[src/logic/msl_regs.vh]
/*
 constants for the multilane serial link user-side core.
 assumes it is included by bare name from the logic files.
*/
`ifndef MSL_REGS_VH
`define MSL_REGS_VH
// dataflow modes
`define MSL_FLOW_DUPLEX 2'h0
`define MSL_FLOW_TX_ONLY 2'h1
`define MSL_FLOW_RX_ONLY 2'h2
// simplex back-channel methods
`define MSL_BACK_SIDEBAND 1'h0
`define MSL_BACK_TIMER 1'h1
// rate-pause modes
`define MSL_PAUSE_COMPLETION 1'h0
`define MSL_PAUSE_IMMEDIATE 1'h1
// lane limits
`define MSL_MAX_LANES 16
`define MSL_MIN_LANE_BYTES 2
`define MSL_MAX_LANE_BYTES 4
// character codes placed on the lane side
`define MSL_CHAR_IDLE 8'hbc
`define MSL_CHAR_CC 8'hf7
`define MSL_CHAR_MSG 8'hfe
`define MSL_CHAR_PAUSE 8'hfd
// init timer for the simplex timer method, in ns
`define MSL_INIT_TIME_NS 1000
`define MSL_CLK_PERIOD_NS 4
// width of fields
`define MSL_MSG_LEN_W 3
`define MSL_PAUSE_W 4
`endif

[src/logic/msl_sync2.v]
/*
 two flip-flop synchroniser for one level.
 assumes a single clock; the first stage is read only by the second.
*/
`timescale 1ns/1ps
module msl_sync2 (
  input wire core_clk_in,
  input wire sys_rst_in,
  input wire async_in,
  output wire sync_out
);
  reg meta_reg; // first stage, read only by stage two
  reg sync_reg; // second stage
  // plain double register, reset to a constant
  always @(posedge core_clk_in) begin
    if (sys_rst_in) begin
      meta_reg <= 1'b0;
      sync_reg <= 1'b0;
    end else begin
      meta_reg <= async_in;
      sync_reg <= meta_reg;
    end
  end
  assign sync_out = sync_reg;
endmodule

[src/logic/msl_init_timer.v]
/*
 simplex transmitter init sequencer: advances on sideband or timer.
 assumes sideband inputs are already synchronised.
*/
`timescale 1ns/1ps
`include "msl_regs.vh"
module msl_init_timer #(
  parameter INIT_CYCLES = 250
) (
  input wire core_clk_in,
  input wire sys_rst_in,
  input wire use_timer_in,
  input wire sideband_aligned_in,
  input wire sideband_bonded_in,
  input wire sideband_verified_in,
  output wire up_out,
  output wire [1:0] state_out
);
  localparam ST_ALIGN = 2'h0;
  localparam ST_BOND = 2'h1;
  localparam ST_VERIFY = 2'h2;
  localparam ST_READY = 2'h3;
  reg [1:0] state_reg; // init phase
  reg [1:0] state_next;
  reg [15:0] cnt_reg; // time spent in the phase
  reg [15:0] cnt_next;
  wire tick;
  assign tick = (cnt_reg == INIT_CYCLES[15:0]);
  // phase advance: timer or the matching sideband
  always @* begin
    state_next = state_reg;
    cnt_next = tick ? 16'h0000 : cnt_reg + 16'h0001;
    case (state_reg)
      ST_ALIGN: begin
        if (use_timer_in ? tick : sideband_aligned_in)
          state_next = ST_BOND;
      end
      ST_BOND: begin
        if (use_timer_in ? tick : sideband_bonded_in)
          state_next = ST_VERIFY;
      end
      ST_VERIFY: begin
        if (use_timer_in ? tick : sideband_verified_in)
          state_next = ST_READY;
      end
      ST_READY: begin
        cnt_next = 16'h0000; // counter parks once up
      end
      default: begin
        state_next = ST_ALIGN;
      end
    endcase
    if (state_next != state_reg)
      cnt_next = 16'h0000;
  end
  always @(posedge core_clk_in) begin
    if (sys_rst_in) begin
      state_reg <= ST_ALIGN;
      cnt_reg <= 16'h0000;
    end else begin
      state_reg <= state_next;
      cnt_reg <= cnt_next;
    end
  end
  assign up_out = (state_reg == ST_READY);
  assign state_out = state_reg;
endmodule

[src/logic/msl_user_side.v]
/*
 user-facing side of a multilane 8b/10b serial link: transmit and receive
 user data, short priority messages, rate-pause messages and clock
 compensation, plus the control and status pins.
 assumes lane coding and bonding sit below, on the same clock; lane-side
 data here is one control bit per byte plus data.
*/
// Notes on behaviour
// - one to sixteen lanes bonded per channel
// - each lane carries two or four bytes
// - duplex, transmit-only or receive-only build
// - simplex init advances on sideband or timer
// - receiver may throttle partner via rate pause
// - completion mode: idles after current frame ends
// - immediate mode: idles at once, even mid-frame
// - framing port is stream style, strips control characters
// - streaming: one endless frame, data with valid
// - data port width follows lanes and lane bytes
// - simplex builds keep every port; the unused direction stays idle except the receive last flags, driven from lane_rx_last_in
// - message send: request, acknowledge, three-bit length
// - after message acknowledge, data ready drops
// - received messages leave on their own stream port
// - rate pause: request, acknowledge, four-bit idle count
// - clock-comp request halts data, sends comp sequences
// - clock-comp warning keeps messages off comp sequences
// - comp interface only when transmitting, managed outside
// - control pins and channel status outputs present
// - idle characters whenever no user data, message, pause or comp character is sent
`timescale 1ns/1ps
`include "msl_regs.vh"
module msl_user_side #(
  parameter LANES = 1,
  parameter LANE_BYTES = 2,
  parameter FLOW_MODE = `MSL_FLOW_DUPLEX,
  parameter BACK_CHANNEL = `MSL_BACK_SIDEBAND,
  parameter PAUSE_MODE = `MSL_PAUSE_COMPLETION,
  parameter FRAMING = 1,
  parameter INIT_CYCLES = (`MSL_INIT_TIME_NS + `MSL_CLK_PERIOD_NS - 1) /
    `MSL_CLK_PERIOD_NS,
  parameter DW = LANES * LANE_BYTES * 8,
  parameter BW = LANES * LANE_BYTES
) (
  input wire core_clk_in,
  input wire sys_rst_in,
  // transmit user port
  input wire [DW-1:0] tx_data_in,
  input wire tx_valid_in,
  input wire tx_last_in,
  output wire tx_ready_out,
  // short priority messaging, transmit
  input wire msg_req_in,
  input wire [`MSL_MSG_LEN_W-1:0] msg_len_in,
  output wire msg_ack_out,
  // rate pause messaging, transmit
  input wire pause_req_in,
  input wire [`MSL_PAUSE_W-1:0] pause_count_in,
  output wire pause_ack_out,
  // clock compensation
  input wire clock_comp_request_in,
  input wire clock_comp_warning_in,
  // receive user port
  output wire [DW-1:0] rx_data_out,
  output wire rx_valid_out,
  output wire rx_last_out,
  output wire [DW-1:0] rx_msg_data_out,
  output wire rx_msg_valid_out,
  output wire rx_msg_last_out,
  // lane side
  output wire [DW-1:0] lane_tx_data_out,
  output wire [BW-1:0] lane_tx_ctrl_out,
  input wire [DW-1:0] lane_rx_data_in,
  input wire [BW-1:0] lane_rx_ctrl_in,
  input wire lane_rx_pause_in,
  input wire [`MSL_PAUSE_W-1:0] lane_rx_pause_count_in,
  input wire lane_rx_msg_in,
  input wire lane_rx_last_in,
  // control and status pins
  input wire lane_up_in,
  input wire sb_aligned_in,
  input wire sb_bonded_in,
  input wire sb_verified_in,
  input wire loopback_in,
  input wire bond_enable_in,
  input wire clk_correct_in,
  input wire power_down_in,
  output wire loopback_out,
  output wire bond_enable_out,
  output wire clk_correct_out,
  output wire power_down_out,
  output wire channel_up_out,
  output wire [1:0] init_state_out,
  output wire hard_error_out
);
  localparam HAS_TX = (FLOW_MODE != `MSL_FLOW_RX_ONLY);
  localparam HAS_RX = (FLOW_MODE != `MSL_FLOW_TX_ONLY);
  // transmit states
  localparam TX_IDLE = 2'h0;
  localparam TX_FRAME = 2'h1;
  localparam TX_MSG = 2'h2;
  localparam TX_PAUSE = 2'h3;

  // fill every byte with one character
  function [DW-1:0] fill_char;
    input [7:0] ch;
    integer i;
    begin
      fill_char = {DW{1'b0}};
      for (i = 0; i < BW; i = i + 1)
        fill_char[i*8 +: 8] = ch;
    end
  endfunction

  // clear control bytes so they never reach the user
  function [DW-1:0] strip_ctrl;
    input [DW-1:0] d;
    input [BW-1:0] c;
    integer i;
    begin
      strip_ctrl = d;
      for (i = 0; i < BW; i = i + 1)
        if (c[i])
          strip_ctrl[i*8 +: 8] = 8'h00;
    end
  endfunction

  wire lane_up_s; // synchronised pin inputs
  wire sb_al_s;
  wire sb_bo_s;
  wire sb_ve_s;
  wire cc_req_s;
  wire cc_warn_s;
  wire timer_up;
  msl_sync2 u_sync_up (.core_clk_in(core_clk_in), .sys_rst_in(sys_rst_in),
    .async_in(lane_up_in), .sync_out(lane_up_s));
  msl_sync2 u_sync_al (.core_clk_in(core_clk_in), .sys_rst_in(sys_rst_in),
    .async_in(sb_aligned_in), .sync_out(sb_al_s));
  msl_sync2 u_sync_bo (.core_clk_in(core_clk_in), .sys_rst_in(sys_rst_in),
    .async_in(sb_bonded_in), .sync_out(sb_bo_s));
  msl_sync2 u_sync_ve (.core_clk_in(core_clk_in), .sys_rst_in(sys_rst_in),
    .async_in(sb_verified_in), .sync_out(sb_ve_s));
  // comp pins driven by a management module, maybe on another clock
  msl_sync2 u_sync_cc (.core_clk_in(core_clk_in), .sys_rst_in(sys_rst_in),
    .async_in(clock_comp_request_in), .sync_out(cc_req_s));
  msl_sync2 u_sync_cw (.core_clk_in(core_clk_in), .sys_rst_in(sys_rst_in),
    .async_in(clock_comp_warning_in), .sync_out(cc_warn_s));

  // simplex transmit init; duplex uses the lane-up pin directly
  msl_init_timer #(.INIT_CYCLES(INIT_CYCLES)) u_init (
    .core_clk_in(core_clk_in),
    .sys_rst_in(sys_rst_in),
    .use_timer_in(BACK_CHANNEL == `MSL_BACK_TIMER),
    .sideband_aligned_in(sb_al_s & lane_up_s),
    .sideband_bonded_in(sb_bo_s),
    .sideband_verified_in(sb_ve_s),
    .up_out(timer_up),
    .state_out(init_state_out)
  );

  wire chan_up; // channel ready for user traffic
  assign chan_up = (FLOW_MODE == `MSL_FLOW_TX_ONLY) ? timer_up : lane_up_s;

  reg [1:0] tx_state_reg; // transmit state
  reg [1:0] tx_state_next;
  reg [`MSL_MSG_LEN_W:0] msg_left_reg; // message words still to send
  reg [`MSL_MSG_LEN_W:0] msg_left_next;
  reg [`MSL_PAUSE_W-1:0] idle_left_reg; // forced idle cycles left
  reg [`MSL_PAUSE_W-1:0] idle_left_next;
  reg pause_pend_reg; // pause waiting for frame end
  reg pause_pend_next;
  reg [DW-1:0] tx_lane_reg; // lane data, from flops
  reg [DW-1:0] tx_lane_next;
  reg [BW-1:0] tx_ctrl_reg;
  reg [BW-1:0] tx_ctrl_next;
  reg msg_ack_reg; // one-cycle acknowledge pulses
  reg msg_ack_next;
  reg pause_ack_reg;
  reg pause_ack_next;
  reg in_frame_reg; // user frame open on the wire
  reg in_frame_next;

  wire pause_in; // partner asks us to hold off
  assign pause_in = HAS_TX && HAS_RX && lane_rx_pause_in;
  wire cc_now;
  assign cc_now = HAS_TX && cc_req_s;
  wire data_ok; // user data may move this cycle
  assign data_ok = chan_up && !cc_now && (tx_state_reg != TX_PAUSE) &&
    (tx_state_reg != TX_MSG) && !msg_ack_reg;

  // transmit scheduler: comp beats pause beats message beats data
  always @* begin
    tx_state_next = tx_state_reg;
    msg_left_next = msg_left_reg;
    idle_left_next = idle_left_reg;
    pause_pend_next = pause_pend_reg;
    in_frame_next = in_frame_reg;
    msg_ack_next = 1'b0;
    pause_ack_next = 1'b0;
    tx_lane_next = fill_char(`MSL_CHAR_IDLE);
    tx_ctrl_next = {BW{1'b1}};
    if (pause_in)
      pause_pend_next = 1'b1;
    if (!HAS_TX || !chan_up) begin
      tx_state_next = TX_IDLE;
      in_frame_next = 1'b0;
      pause_pend_next = 1'b0;
    end else if (cc_now) begin
      tx_lane_next = fill_char(`MSL_CHAR_CC);
    end else begin
      case (tx_state_reg)
        TX_IDLE, TX_FRAME: begin
          if (pause_pend_reg || pause_in) begin
            if (PAUSE_MODE == `MSL_PAUSE_IMMEDIATE || !in_frame_reg) begin
              tx_state_next = TX_PAUSE;
              idle_left_next = lane_rx_pause_count_in;
              pause_pend_next = 1'b0;
            end
          end
          if (tx_state_next != TX_PAUSE) begin
            if (msg_req_in && !cc_warn_s && !msg_ack_reg) begin
              msg_ack_next = 1'b1;
              tx_state_next = TX_MSG;
              msg_left_next = {1'b0, msg_len_in} + 4'h1;
              tx_lane_next = fill_char(`MSL_CHAR_MSG);
            end else if (pause_req_in && HAS_RX && !pause_ack_reg) begin
              pause_ack_next = 1'b1;
              tx_lane_next = fill_char(`MSL_CHAR_PAUSE);
              tx_lane_next[`MSL_PAUSE_W-1:0] = pause_count_in;
            end else if (tx_valid_in && data_ok) begin
              tx_lane_next = tx_data_in;
              tx_ctrl_next = {BW{1'b0}};
              in_frame_next = FRAMING ? !tx_last_in : 1'b1;
              tx_state_next = TX_FRAME;
            end
          end
        end
        TX_MSG: begin
          // message words ride the ordinary data port
          if (tx_valid_in) begin
            tx_lane_next = tx_data_in;
            tx_ctrl_next = {BW{1'b0}};
            msg_left_next = msg_left_reg - 4'h1;
            if (msg_left_reg == 4'h1)
              tx_state_next = in_frame_reg ? TX_FRAME : TX_IDLE;
          end
        end
        TX_PAUSE: begin
          if (idle_left_reg == 4'h0)
            tx_state_next = in_frame_reg ? TX_FRAME : TX_IDLE;
          else
            idle_left_next = idle_left_reg - 4'h1;
        end
        default: begin
          tx_state_next = TX_IDLE;
        end
      endcase
    end
  end

  always @(posedge core_clk_in) begin
    if (sys_rst_in) begin
      tx_state_reg <= TX_IDLE;
      msg_left_reg <= 4'h0;
      idle_left_reg <= 4'h0;
      pause_pend_reg <= 1'b0;
      in_frame_reg <= 1'b0;
      msg_ack_reg <= 1'b0;
      pause_ack_reg <= 1'b0;
      tx_lane_reg <= {DW{1'b0}};
      tx_ctrl_reg <= {BW{1'b1}};
    end else begin
      tx_state_reg <= tx_state_next;
      msg_left_reg <= msg_left_next;
      idle_left_reg <= idle_left_next;
      pause_pend_reg <= pause_pend_next;
      in_frame_reg <= in_frame_next;
      msg_ack_reg <= msg_ack_next;
      pause_ack_reg <= pause_ack_next;
      tx_lane_reg <= tx_lane_next;
      tx_ctrl_reg <= tx_ctrl_next;
    end
  end

  // ready is combinational; it falls in the cycle that decides an acknowledge, and in the
  // cycle that enters a pause, else the word offered there would be lost
  assign tx_ready_out = HAS_TX && data_ok && !msg_ack_next &&
    !pause_ack_next && (tx_state_next != TX_PAUSE);
  assign msg_ack_out = msg_ack_reg;
  assign pause_ack_out = pause_ack_reg;
  assign lane_tx_data_out = tx_lane_reg;
  assign lane_tx_ctrl_out = tx_ctrl_reg;

  reg [DW-1:0] rx_data_reg; // receive data, stripped
  reg rx_valid_reg;
  reg rx_last_reg;
  reg [DW-1:0] rx_msg_reg; // received messages, own port
  reg rx_msg_valid_reg;
  reg rx_msg_last_reg;
  wire rx_has_data;
  assign rx_has_data = HAS_RX && lane_up_s && (lane_rx_ctrl_in != {BW{1'b1}});

  // receive path: control-only words are dropped, control bytes cleared
  always @(posedge core_clk_in) begin
    if (sys_rst_in) begin
      rx_data_reg <= {DW{1'b0}};
      rx_valid_reg <= 1'b0;
      rx_last_reg <= 1'b0;
      rx_msg_reg <= {DW{1'b0}};
      rx_msg_valid_reg <= 1'b0;
      rx_msg_last_reg <= 1'b0;
    end else begin
      rx_valid_reg <= rx_has_data && !lane_rx_msg_in;
      rx_msg_valid_reg <= rx_has_data && lane_rx_msg_in;
      rx_last_reg <= FRAMING && lane_rx_last_in && !lane_rx_msg_in;
      rx_msg_last_reg <= lane_rx_last_in && lane_rx_msg_in;
      if (rx_has_data && !lane_rx_msg_in)
        rx_data_reg <= strip_ctrl(lane_rx_data_in, lane_rx_ctrl_in);
      if (rx_has_data && lane_rx_msg_in)
        rx_msg_reg <= strip_ctrl(lane_rx_data_in, lane_rx_ctrl_in);
    end
  end
  assign rx_data_out = rx_data_reg;
  assign rx_valid_out = rx_valid_reg;
  assign rx_last_out = rx_last_reg;
  assign rx_msg_data_out = rx_msg_reg;
  assign rx_msg_valid_out = rx_msg_valid_reg;
  assign rx_msg_last_out = rx_msg_last_reg;

  reg [3:0] ctrl_reg; // control pins, registered toward the lanes
  reg err_reg;
  // controls pass through; an error flags channel loss while the transmitter is not idle
  always @(posedge core_clk_in) begin
    if (sys_rst_in) begin
      ctrl_reg <= 4'h0;
      err_reg <= 1'b0;
    end else begin
      ctrl_reg <= {loopback_in, bond_enable_in, clk_correct_in,
        power_down_in};
      err_reg <= tx_state_reg != TX_IDLE && !chan_up;
    end
  end
  assign loopback_out = ctrl_reg[3];
  assign bond_enable_out = ctrl_reg[2];
  assign clk_correct_out = ctrl_reg[1];
  assign power_down_out = ctrl_reg[0];
  assign channel_up_out = chan_up;
  assign hard_error_out = err_reg;
endmodule

[config.mk]
export PLATFORM = sky130hd
export DESIGN_NAME = msl_user_side
export DESIGN_NICKNAME = d
export VERILOG_FILES = /design/src/logic/msl_sync2.v /design/src/logic/msl_init_timer.v /design/src/logic/msl_user_side.v
export VERILOG_INCLUDE_DIRS = /design/src /design/src/logic
export SDC_FILE = /design/constraint.sdc
export NUM_CORES = 1
export LEC_CHECK = 0
export ABC_AREA = 0
export BUFFER_PORTS_ARGS = -buffer_cell sky130_fd_sc_hd__clkbuf_2
export CORE_UTILIZATION = 53
export DETAILED_ROUTE_END_ITERATION = 8
export GPL_TIMING_DRIVEN = 0
export PLACE_DENSITY = 0.85
export SYNTH_ARGS = -nofsm -noshare
export SYNTH_HDL_FRONTEND = slang
export SYNTH_SLANG_ARGS = --single-unit
[constraint.sdc]
create_clock -name core_clk_in -period 3.7 [get_ports core_clk_in]
set_input_delay 0.555 -clock core_clk_in [delete_from_list [all_inputs] [get_ports core_clk_in]]
set_output_delay 0.555 -clock core_clk_in [all_outputs]
set_load 0.05 [all_outputs]
# Word level (Yosys, flattened, before mapping)
# Index checks and enable logic that the tools add are counted.
# totals
reg_bits	87
latchBits	0
ramBits	0
mem_bits_ro	0
input_bits	64
out_inout_bits	65
wordCells	161
mem_count	0
# classes
n_addsub	3
multipliers	0
n_div	0
order_cmp	0
eq_ne	20
shift	0
n_mux	60
n_bitwise	5
reduce_logical	42
# ops
op	count
16-bit 2-to-1 mux	7
2-bit 2-to-1 mux	22
32-bit by 1-bit logical AND with 1-bit output, first input constant	1
16-bit case mux with 2 select lines	1
2-bit != test, second input constant	13
4-bit 2-to-1 mux	6
6-bit AND reduction	3
1-bit logical AND	17
1-bit 2-to-1 mux	17
8-bit 2-to-1 mux	2
4-bit case mux with 2 select lines	2
2-bit case mux with 3 select lines	2
1-bit zero test	9
4-bit by 1-bit subtractor with 4-bit output, second input constant	2
2-bit == test, second input constant	3
2-bit nonzero test	3
3-bit by 1-bit adder with 4-bit output, second input constant	1
2-bit by 1-bit == test with 1-bit output, second input constant	2
4-bit by 1-bit == test with 1-bit output, second input constant	1
2-bit zero test	2
4-bit zero test	1
1-bit inverter	4
2-bit case mux with 2 select lines	1
4-bit AND reduction	1
other kinds (6)	7

# Depth between registers and ports, before layout
# Gate-level depths: netlist (run 1).
# depth
ltp_word	15
depth_mapped	7
depth_no_buf	6

# Hierarchy
# Synthesis (run 1) repeated with hierarchy kept, for this count alone.
# unflattened
hier_cells	476
hier_area_um2	4334.2
# modules_own_cells
mod	instances	cells_per_inst	area_per_inst_um2	seq_area_each_um2
msl_user_side	1	353	3148.0	1441.4
msl_init_timer	1	99	870.8	360.3
msl_sync2	6	4	52.6	40.0

# Worst setup path after synthesis (run 1)
# OpenSTA, ideal clock, no wires.
# synth_path
kind	register -> output
from	register msg_ack_reg, in the netlist msg_ack_out
to	output port tx_ready_out
t_arrival_ns	2.395
required_time_ns	3.145
path_slack_ns	0.750
path_stages_with_launch	5
path_buffers	0
path_cell_list	dfxtp_1 or3b_4 a2111oi_0 o21ai_0 a31oi_1
# synth_via
elab_chain_cells	12
elab_cells_between_ends	27
cone_classes	eq/ne (1); mux (17); reduce/logical (9)
# synth_rtl
element	line	rtl
from (decl)	msl_user_side.v:174	reg msg_ack_reg;
from (signal assigned)	msl_user_side.v:276	msg_ack_reg <= msg_ack_next;
1-bit zero test (*)	msl_user_side.v:187, msl_user_side.v:219	
1-bit logical AND	msl_user_side.v:187	(tx_state_reg != TX_MSG) && !msg_ack_reg;
1-bit logical AND	msl_user_side.v:228	end else if (tx_valid_in && data_ok) begin
2-bit 2-to-1 mux	msl_user_side.v:228	
2-bit 2-to-1 mux	msl_user_side.v:224	end else if (pause_req_in && HAS_RX && !pause_ack_reg) begin
2-bit 2-to-1 mux	msl_user_side.v:219	if (msg_req_in && !cc_warn_s && !msg_ack_reg) begin
2-bit 2-to-1 mux	msl_user_side.v:218	if (tx_state_next != TX_PAUSE) begin
2-bit case mux with 3 select lines	msl_user_side.v:209	case (tx_state_reg)
2-bit 2-to-1 mux	msl_user_side.v:206	end else if (cc_now) begin
2-bit 2-to-1 mux	msl_user_side.v:202	if (!HAS_TX || !chan_up) begin
2-bit != test	msl_user_side.v:286	!pause_ack_next && (tx_state_next != TX_PAUSE);
1-bit logical AND (*)	msl_user_side.v:286	
to (decl)	msl_user_side.v:49	output wire tx_ready_out,
# Mark *: on every way between the ends. The rest lies on a longest branch, timed or not.

# Final worst setup path (run 1)
# Ends and elaborated chain as after synthesis.

==> impl_metrics.csv, run 1 <==
group,metric,value,unit
run_status,outcome,"complete, but fails checks",
run_status,violations_in_the_final_reports,"design-rule violations",
cells_and_area,areaGrowthSynthToFinish,27.8,%
synthesis,ys_warn_count,0,
clock_tree,cts_htree_levels,3,
global_route,globalRoute.totalOverflow,0,
sta,report.final.setup_viol,0,
floorplanning,top_level_ports,129,
clock_tree,tritoncts,"built",
power,power.internal,1.53,mW
setup_path,startpoint_type,"register",
flow_run,max-cap-violations,0,
placed_design,gp_congestion,0.883,
power,static_leakage,2.08,nW
power,p_clk_frac,0.394,
floorplanning,design.core.area,0.00642,mm2
setup_path,timing.critical_path.slowest_cell_delay,0.44,ns
min_path,worstHoldPathType,"in -> reg",
cells_and_area,multiInputGateArea,0.00166,mm2
setup_path,timing.critical_path.cells,"or3b_4 -> a2111oi_0 -> o21ai_0 -> a31oi_1 -> clkbuf_2",
setup_path,timing.rr.end,"rx_data_out[13]",
setup_path,setup.worst_path.class,"reg -> out",
routing,detail_route.vias_per_cell,5.28,
min_path,hold_depth,2,
setup_path,worstSetupEndpointType,"output pin",
setup_path,critical_path_peak_fanout,4,
routing,number_of_detailed_route_iterations_in_the_first_pass,7,
synthesis,mappedNetlistNets,459,
clock_tree,insertion_delay,0.35,ns
routing,drc_errors,16,
power,power.total,2.09,mW
power,pwr_density_cell,461,mW/mm2
global_route,grt_pass1_vias,2982,
setup_path,worst-r2r-setup-slack,1.90,ns
synthesis,synth_enable_flop_cells,0,
sta,setup_tns,0,ns
sta,max-slew-margin-rel,0.638,
sta,hold_ws,0.412,ns
power,netSwitchingFraction,0.268,
power,logic_pwr_share,0.140,
placed_design,hpwlAfterDp,6320,um
placed_design,post-place-cells,591,
cells_and_area,nNetsFinal,597,
clock_tree,count_of_instances_resized_after_the_clock_tree_is_built,0,
global_route,grt_usage,0.248,
power,share_seq_of_total_power,0.466,
sta,timing.final.max_slew_violations,0,
sta,hold_violations,0,
cells_and_area,area.sequential,0.00172,mm2
floorplanning,start_util,0.553,
clock_tree,postCtsHoldBufs,0,
global_route,largest_net_degree_at_the_start_of_global_routing,16,
floorplanning,die_width,83.8,um
setup_path,rr_startpoint,"u_sync_up.sync_out",
routing,detailroute.via_count,3207,
synthesis,synth_sequential_area_ratio,0.485,
clock_tree,clk_pin_slew_worst_paths,0.09,ns
setup_path,critPathRequiredTime,3.14,ns
cells_and_area,layout-drive-gt1-share,0.311,
setup_path,critical_path.slowest_cell,"or3b_4",
floorplanning,die_area,0.00703,mm2
placed_design,io_buffer_count,127,
sta,period_needed,2.91,ns
sta,grt_setup_unrepaired,"false",
clock_tree,cts.sinks,86,
power,switchingPower,559,uW
routing,detail_route.iter0.violations,136,
sta,fin_skew,0.0107,ns
clock_tree,ctsRootBufferMaster,"clkbuf_8",
floorplanning,floorplan.die.height,83.8,um
global_route,number_of_antenna_violations_at_the_first_check_in_global_routing,0,
sta,max_freq,343,MHz
min_path,worstHoldEndpoint,"in_frame_reg",
sta,period_share,0.787,
setup_path,critical_path_origin,"msg_ack_out",
min_path,holdCritStartpoint,"tx_last_in",
synthesis,synth_area,0.00355,mm2
global_route,grt_pass1_wl,13900,um
synthesis,ys.flop_type,"dfxtp_1",
clock_tree,postCtsSetupBuffers,0,
cells_and_area,fin_cells,607,
synthesis,postSynthRegisterBits,86,
setup_path,timing.reg2reg.worst_path_depth,7,
floorplanning,std_cell_rows,29,
clock_tree,tritoncts_buffer_count,9,
synthesis,async_flop_share,0,
synthesis,syn-mean-instance-area,9.17,um2
routing,drtAntennaViolNets,0,
power,peakVddDrop,0.000396,V
synthesis,synth_cells,387,
sta,tightestPinTransition,0.543,ns
cells_and_area,num-fill-cells,520,
setup_path,cp.arrival,2.36,ns
synthesis,yosysUniqueCellTypes,55,
routing,wl_per_cell,14.1,um
cells_and_area,antenna_cells,0,
clock_tree,clockBufferDepth,2,
routing,wl,8560,um
==> layout by cell type, fill, tap and decap left out, types with 8 or more instances in the layout <==
master    Yosys  final
o21ai_0       8      8
nand2_1      44     44
inv_1        11     11
dfxtp_1      86     86
clkbuf_2      0    127
nor2b_1      36     36
clkbuf_1     12     12
clkbuf_8      0     10
ha_1          8      8
a21oi_1      40     40
mux2i_1      17     17
nor2_1       41     41
==> logic make-up (layout without fill, tap and decap cells) <==
kind of cell               after synthesis  count (layout)  share of synthesized area
AOI/OAI and AO/OA                       87              87                      0.163
xor gates and xnor gates                 2               2                    0.00494
adders and majority gates                8               8                     0.0282
buffers and inverters                   34             177                     0.0465
DFF                                     86              86                      0.485
muxes                                   17              17                     0.0480
and+or+nand+nor                        153             153                      0.224
==> metrics by stage <==
step | worst slack [ns] | area (um2) | util
6_report | 0.788 | 4530 | 0.706
4_1_cts | 0.801 | 4530 | 0.706
3_5_place_dp | 0.941 | 4280 | 0.666
5_1_grt | 0.661 | 4530 | 0.706
2_1_floorplan | 0.750 | 3550 | -
3_3_place_gp | 1.01 | 4280 | 0.666
==> per-layer routing <==
| metal | GRT usage | part of all wire |
|---|---|---|
| met4 | 0.0674 | 0.010 |
| met5 | 0 | 0 |
| met3 | 0.0643 | 0.079 |
| met1 | 0.310 | 0.42 |
| met2 | 0.424 | 0.49 |
==> worst max path at each step <==
stage	to	slack [ns]	depth (start not counted)
floorplan	tx_ready_out	0.75	4
global placement	tx_ready_out	1.01	6
detailed placement	tx_ready_out	0.94	6
CTS	tx_ready_out	0.80	7
global route	tx_ready_out	0.66	5
finish	tx_ready_out	0.79	5
==> synth_stat cells (2+ instances only) <==
master / number / share of area
a221oi_2: 2 / 0.0085
nor3_1: 5 / 0.0071
clkbuf_1: 12 / 0.013
buf_4: 2 / 0.0042
a21o_1: 3 / 0.0063
nand2_1: 44 / 0.047
a2111oi_0: 4 / 0.0099
o31ai_1: 5 / 0.011
a21oi_1: 40 / 0.056
o21ai_0: 8 / 0.011
nor2b_1: 36 / 0.063
a211oi_1: 4 / 0.0085
and3_1: 3 / 0.0053
inv_1: 11 / 0.012
o221a_2: 2 / 0.0063
ha_1: 8 / 0.028
o22ai_1: 3 / 0.0053
nand2b_1: 6 / 0.011
mux2i_1: 17 / 0.048
buf_2: 6 / 0.0085
nor3b_1: 2 / 0.0042
nor2_1: 41 / 0.043
buf_6: 3 / 0.0095
dfxtp_1: 86 / 0.49
o311ai_0: 3 / 0.0074
and2_1: 2 / 0.0035
==> critical path, delay by kind of cell, from the launching register on <==
family                 cells  cell delay, ns
buffers and inverters      1            0.31
AO/OA/AOI/OAI              3            0.89
flip-flops                 1            0.38
AND/OR/NAND/NOR            1            0.44
==> cell type report <==
type / count / area share
tap: 77 / 0.0213
clock inverter: 6 / 0.0254
inverter: 11 / 0.00911
buffer: 23 / 0.0273
sequential: 86 / 0.380
clock buffer: 10 / 0.0304
multi-input combinational: 267 / 0.367
timing repair buffer: 127 / 0.140
==> power by group through the flow <==
stage | sequential (mW) | clock (mW) | combinational [mW]
global placement | 0.994 | 0 | 0.282
floorplan | 1.07 | 0 | 0.125
finish | 0.974 | 0.822 | 0.292
detailed placement | 0.996 | 0 | 0.290
global route | 0.979 | 0.876 | 0.314
CTS | 0.974 | 0.836 | 0.292
(Power assumes the default switching activity.)
==> run 2: changes to the inputs <==
--- a/config.mk
+++ b/config.mk
@@ -8,10 +8,10 @@
 export LEC_CHECK = 0
 export ABC_AREA = 0
 export BUFFER_PORTS_ARGS = -buffer_cell sky130_fd_sc_hd__clkbuf_2
-export CORE_UTILIZATION = 53
+export CORE_UTILIZATION = 49
 export DETAILED_ROUTE_END_ITERATION = 8
 export GPL_TIMING_DRIVEN = 0
-export PLACE_DENSITY = 0.85
+export PLACE_DENSITY = 0.79
 export SYNTH_ARGS = -nofsm -noshare
 export SYNTH_HDL_FRONTEND = slang
 export SYNTH_SLANG_ARGS = --single-unit
==> constraint.sdc (replaced) <==
create_clock -name core_clk_in -period 2.8 [get_ports core_clk_in]
set_input_delay 0.42 -clock core_clk_in [delete_from_list [all_inputs] [get_ports core_clk_in]]
set_output_delay 0.42 -clock core_clk_in [all_outputs]
set_load 0.05 [all_outputs]
==> run 2 against run 1 <==
Compared with the run above: cell area fell by 1.4%; largest cell class unchanged; routed wire length rose by 0.77%; first-iteration DRC count fell by 26%; non-clock buffer count did not move; clock power fell by 11%; the flow now finishes without violations; die area rose by 8.0%; sequential cell count did not move; sequential share of layout area rose by 0.52 points; final cell count rose by 3.0%; critical endpoint unchanged; critical path type unchanged; via count rose by 0.87%; sequential power rose by 32%; worst setup slack got worse by 0.67 ns.
==> impl_metrics.csv, run 2 (synthesis gave the netlist of run 1 again) <==
group,metric,value,unit
placed_design,gp_congestion,0.817,
routing,detailroute.via_count,3235,
sta,grt_setup_unrepaired,"false",
placed_design,hpwlAfterDp,6450,um
sta,tightestPinTransition,0.627,ns
global_route,number_of_antenna_violations_at_the_first_check_in_global_routing,0,
flow_run,max-cap-violations,0,
routing,highest-signal-layer,"met4",
routing,wl,8620,um
routing,detail_route.iter0.violations,101,
global_route,grt_usage,0.241,
min_path,worstHoldEndpoint,"in_frame_reg",
power,peakVddDrop,0.000439,V
floorplanning,die_area,0.00759,mm2
sta,max-slew-margin-rel,0.582,
floorplanning,design.core.area,0.00691,mm2
sta,report.final.setup_viol,0,
setup_path,timing.critical_path.slowest_cell_delay,0.45,ns
setup_path,critPathRequiredTime,2.38,ns
sta,period_share,0.959,
setup_path,critical_path_peak_fanout,4,
clock_tree,clockBufferDepth,2,
routing,drtAntennaViolNets,0,
placed_design,io_buffer_count,127,
global_route,grt_pass1_vias,3094,
min_path,holdCritStartpoint,"tx_last_in",
clock_tree,cts_htree_levels,3,
setup_path,timing.critical_path.cells,"or3b_4 -> a2111oi_1 -> o21ai_0 -> a31oi_2 -> clkbuf_4",
placed_design,place_worst_setup_slack,0.343,ns
clock_tree,tritoncts,"built",
floorplanning,die_width,87.1,um
setup_path,timing.rr.end,"u_init.state_out[1]",
sta,setup_tns,0,ns
min_path,worstHoldPathType,"in -> reg",
clock_tree,cts.sinks,86,
global_route,grt_pass1_wl,14100,um
cells_and_area,antenna_cells,0,
floorplanning,start_util,0.514,
sta,worst_slack,0.114,ns
cells_and_area,layout_commonest_cell,"clkbuf_2",
routing,number_of_detailed_route_iterations_in_the_first_pass,4,
setup_path,worst-r2r-setup-slack,0.95,ns
cells_and_area,fin_cells,625,
cells_and_area,layout-drive-gt1-share,0.312,
run_status,outcome,"complete, no violations",
setup_path,setup.worst_path.class,"reg -> out",
power,static_leakage,2.04,nW
floorplanning,floorplan.die.height,87.1,um
cells_and_area,nNetsFinal,597,
setup_path,startpoint_type,"register",
sta,period_needed,2.69,ns
sta,timing.final.max_slew_violations,0,
clock_tree,ctsRootBufferMaster,"clkbuf_8",
sta,hold_violations,0,
sta,fin_skew,0.00912,ns
routing,drc_errors,0,
setup_path,rr_startpoint,"u_init.state_out[0]",
setup_path,worstSetupEndpointType,"output pin",
cells_and_area,most-common-layout-cells,"clkbuf_2, dfxtp_1, nand2_1",
setup_path,cpLargestDelayFamily,"compound AO/OA/AOI/OAI gates",
setup_path,critical_path_origin,"msg_ack_out",
setup_path,timing.reg2reg.worst_path_depth,6,
clock_tree,tritoncts_buffer_count,9,
power,power.total,2.41,mW
placed_design,post-place-cells,610,
floorplanning,std_cell_rows,30,
routing,wl_per_cell,13.8,um
floorplanning,top_level_ports,129,
clock_tree,clk_pin_slew_worst_paths,0.08,ns
clock_tree,insertion_delay,0.35,ns
global_route,largest_net_degree_at_the_start_of_global_routing,14,
clock_tree,postCtsHoldBufs,0,
min_path,hold_depth,2,
cells_and_area,areaGrowthSynthToFinish,26.0,%
routing,detail_route.vias_per_cell,5.18,
routing,detailroute.wirelength.met3,576,um
setup_path,cp.arrival,2.27,ns
setup_path,worst-path-buf-inv,1,
global_route,globalRoute.totalOverflow,0,
setup_path,critical_path.slowest_cell,"or3b_4",
sta,max_freq,372,MHz
routing,dr_wl_met2,4210,um
power,pwr_density_cell,539,mW/mm2
routing,met1Wirelength,3720,um
-- run 2: metal layers --
metal  GRT usage  vias to the layer above
met1       0.285                     1517
met2       0.414                       99
met5           0                        -
met3      0.0654                       10
li1            -                     1609
met4      0.0999                        0
-- run 2: what timing repair did --
item | CTS | global route
endpoints found under the setup margin | 0 | 1
resized for setup | 0 | 4
setup buffers | 0 | 0
-- run 2: layout make-up --
| class | count | area, um2 |
|---|---|---|
| tap | 96 | 120 |
| buffer | 23 | 124 |
| timing repair buffer | 127 | 638 |
| multi-input combinational | 267 | 1670 |
| inverter | 11 | 41.3 |
| fill | 626 | 2430 |
| clock inverter | 5 | 27.5 |
| sequential | 86 | 1720 |
| clock buffer | 10 | 128 |
-- run 2: worst max path at each step --
stage               slack (ns)            to  cells past startpoint
detailed placement        0.34  tx_ready_out                      6
finish                    0.11  tx_ready_out                      5
global route             0.006  tx_ready_out                      5
CTS                       0.06  tx_ready_out                      5
global placement          0.37  tx_ready_out                      6
floorplan                 0.28  tx_ready_out                      4
-- run 2: where the power goes --
part | leakage, nW | total (mW) | internal (mW) | switching (mW)
registers | 0.702 | 1.29 | 1.26 | 0.0252
clock network | 0.0817 | 0.735 | 0.312 | 0.423
logic | 1.26 | 0.389 | 0.137 | 0.252
-- run 2: through the flow --
| step | utilization | hold WS (ns) | area (um2) |
|---|---|---|---|
| 2_1_floorplan | - | 0.414 | 3550 |
| 3_3_place_gp | 0.624 | 0.417 | 4310 |
| 3_5_place_dp | 0.624 | 0.421 | 4310 |
| 4_1_cts | 0.647 | 0.255 | 4470 |
| 5_1_grt | 0.647 | 0.255 | 4470 |
| 6_report | 0.647 | 0.271 | 4470 |
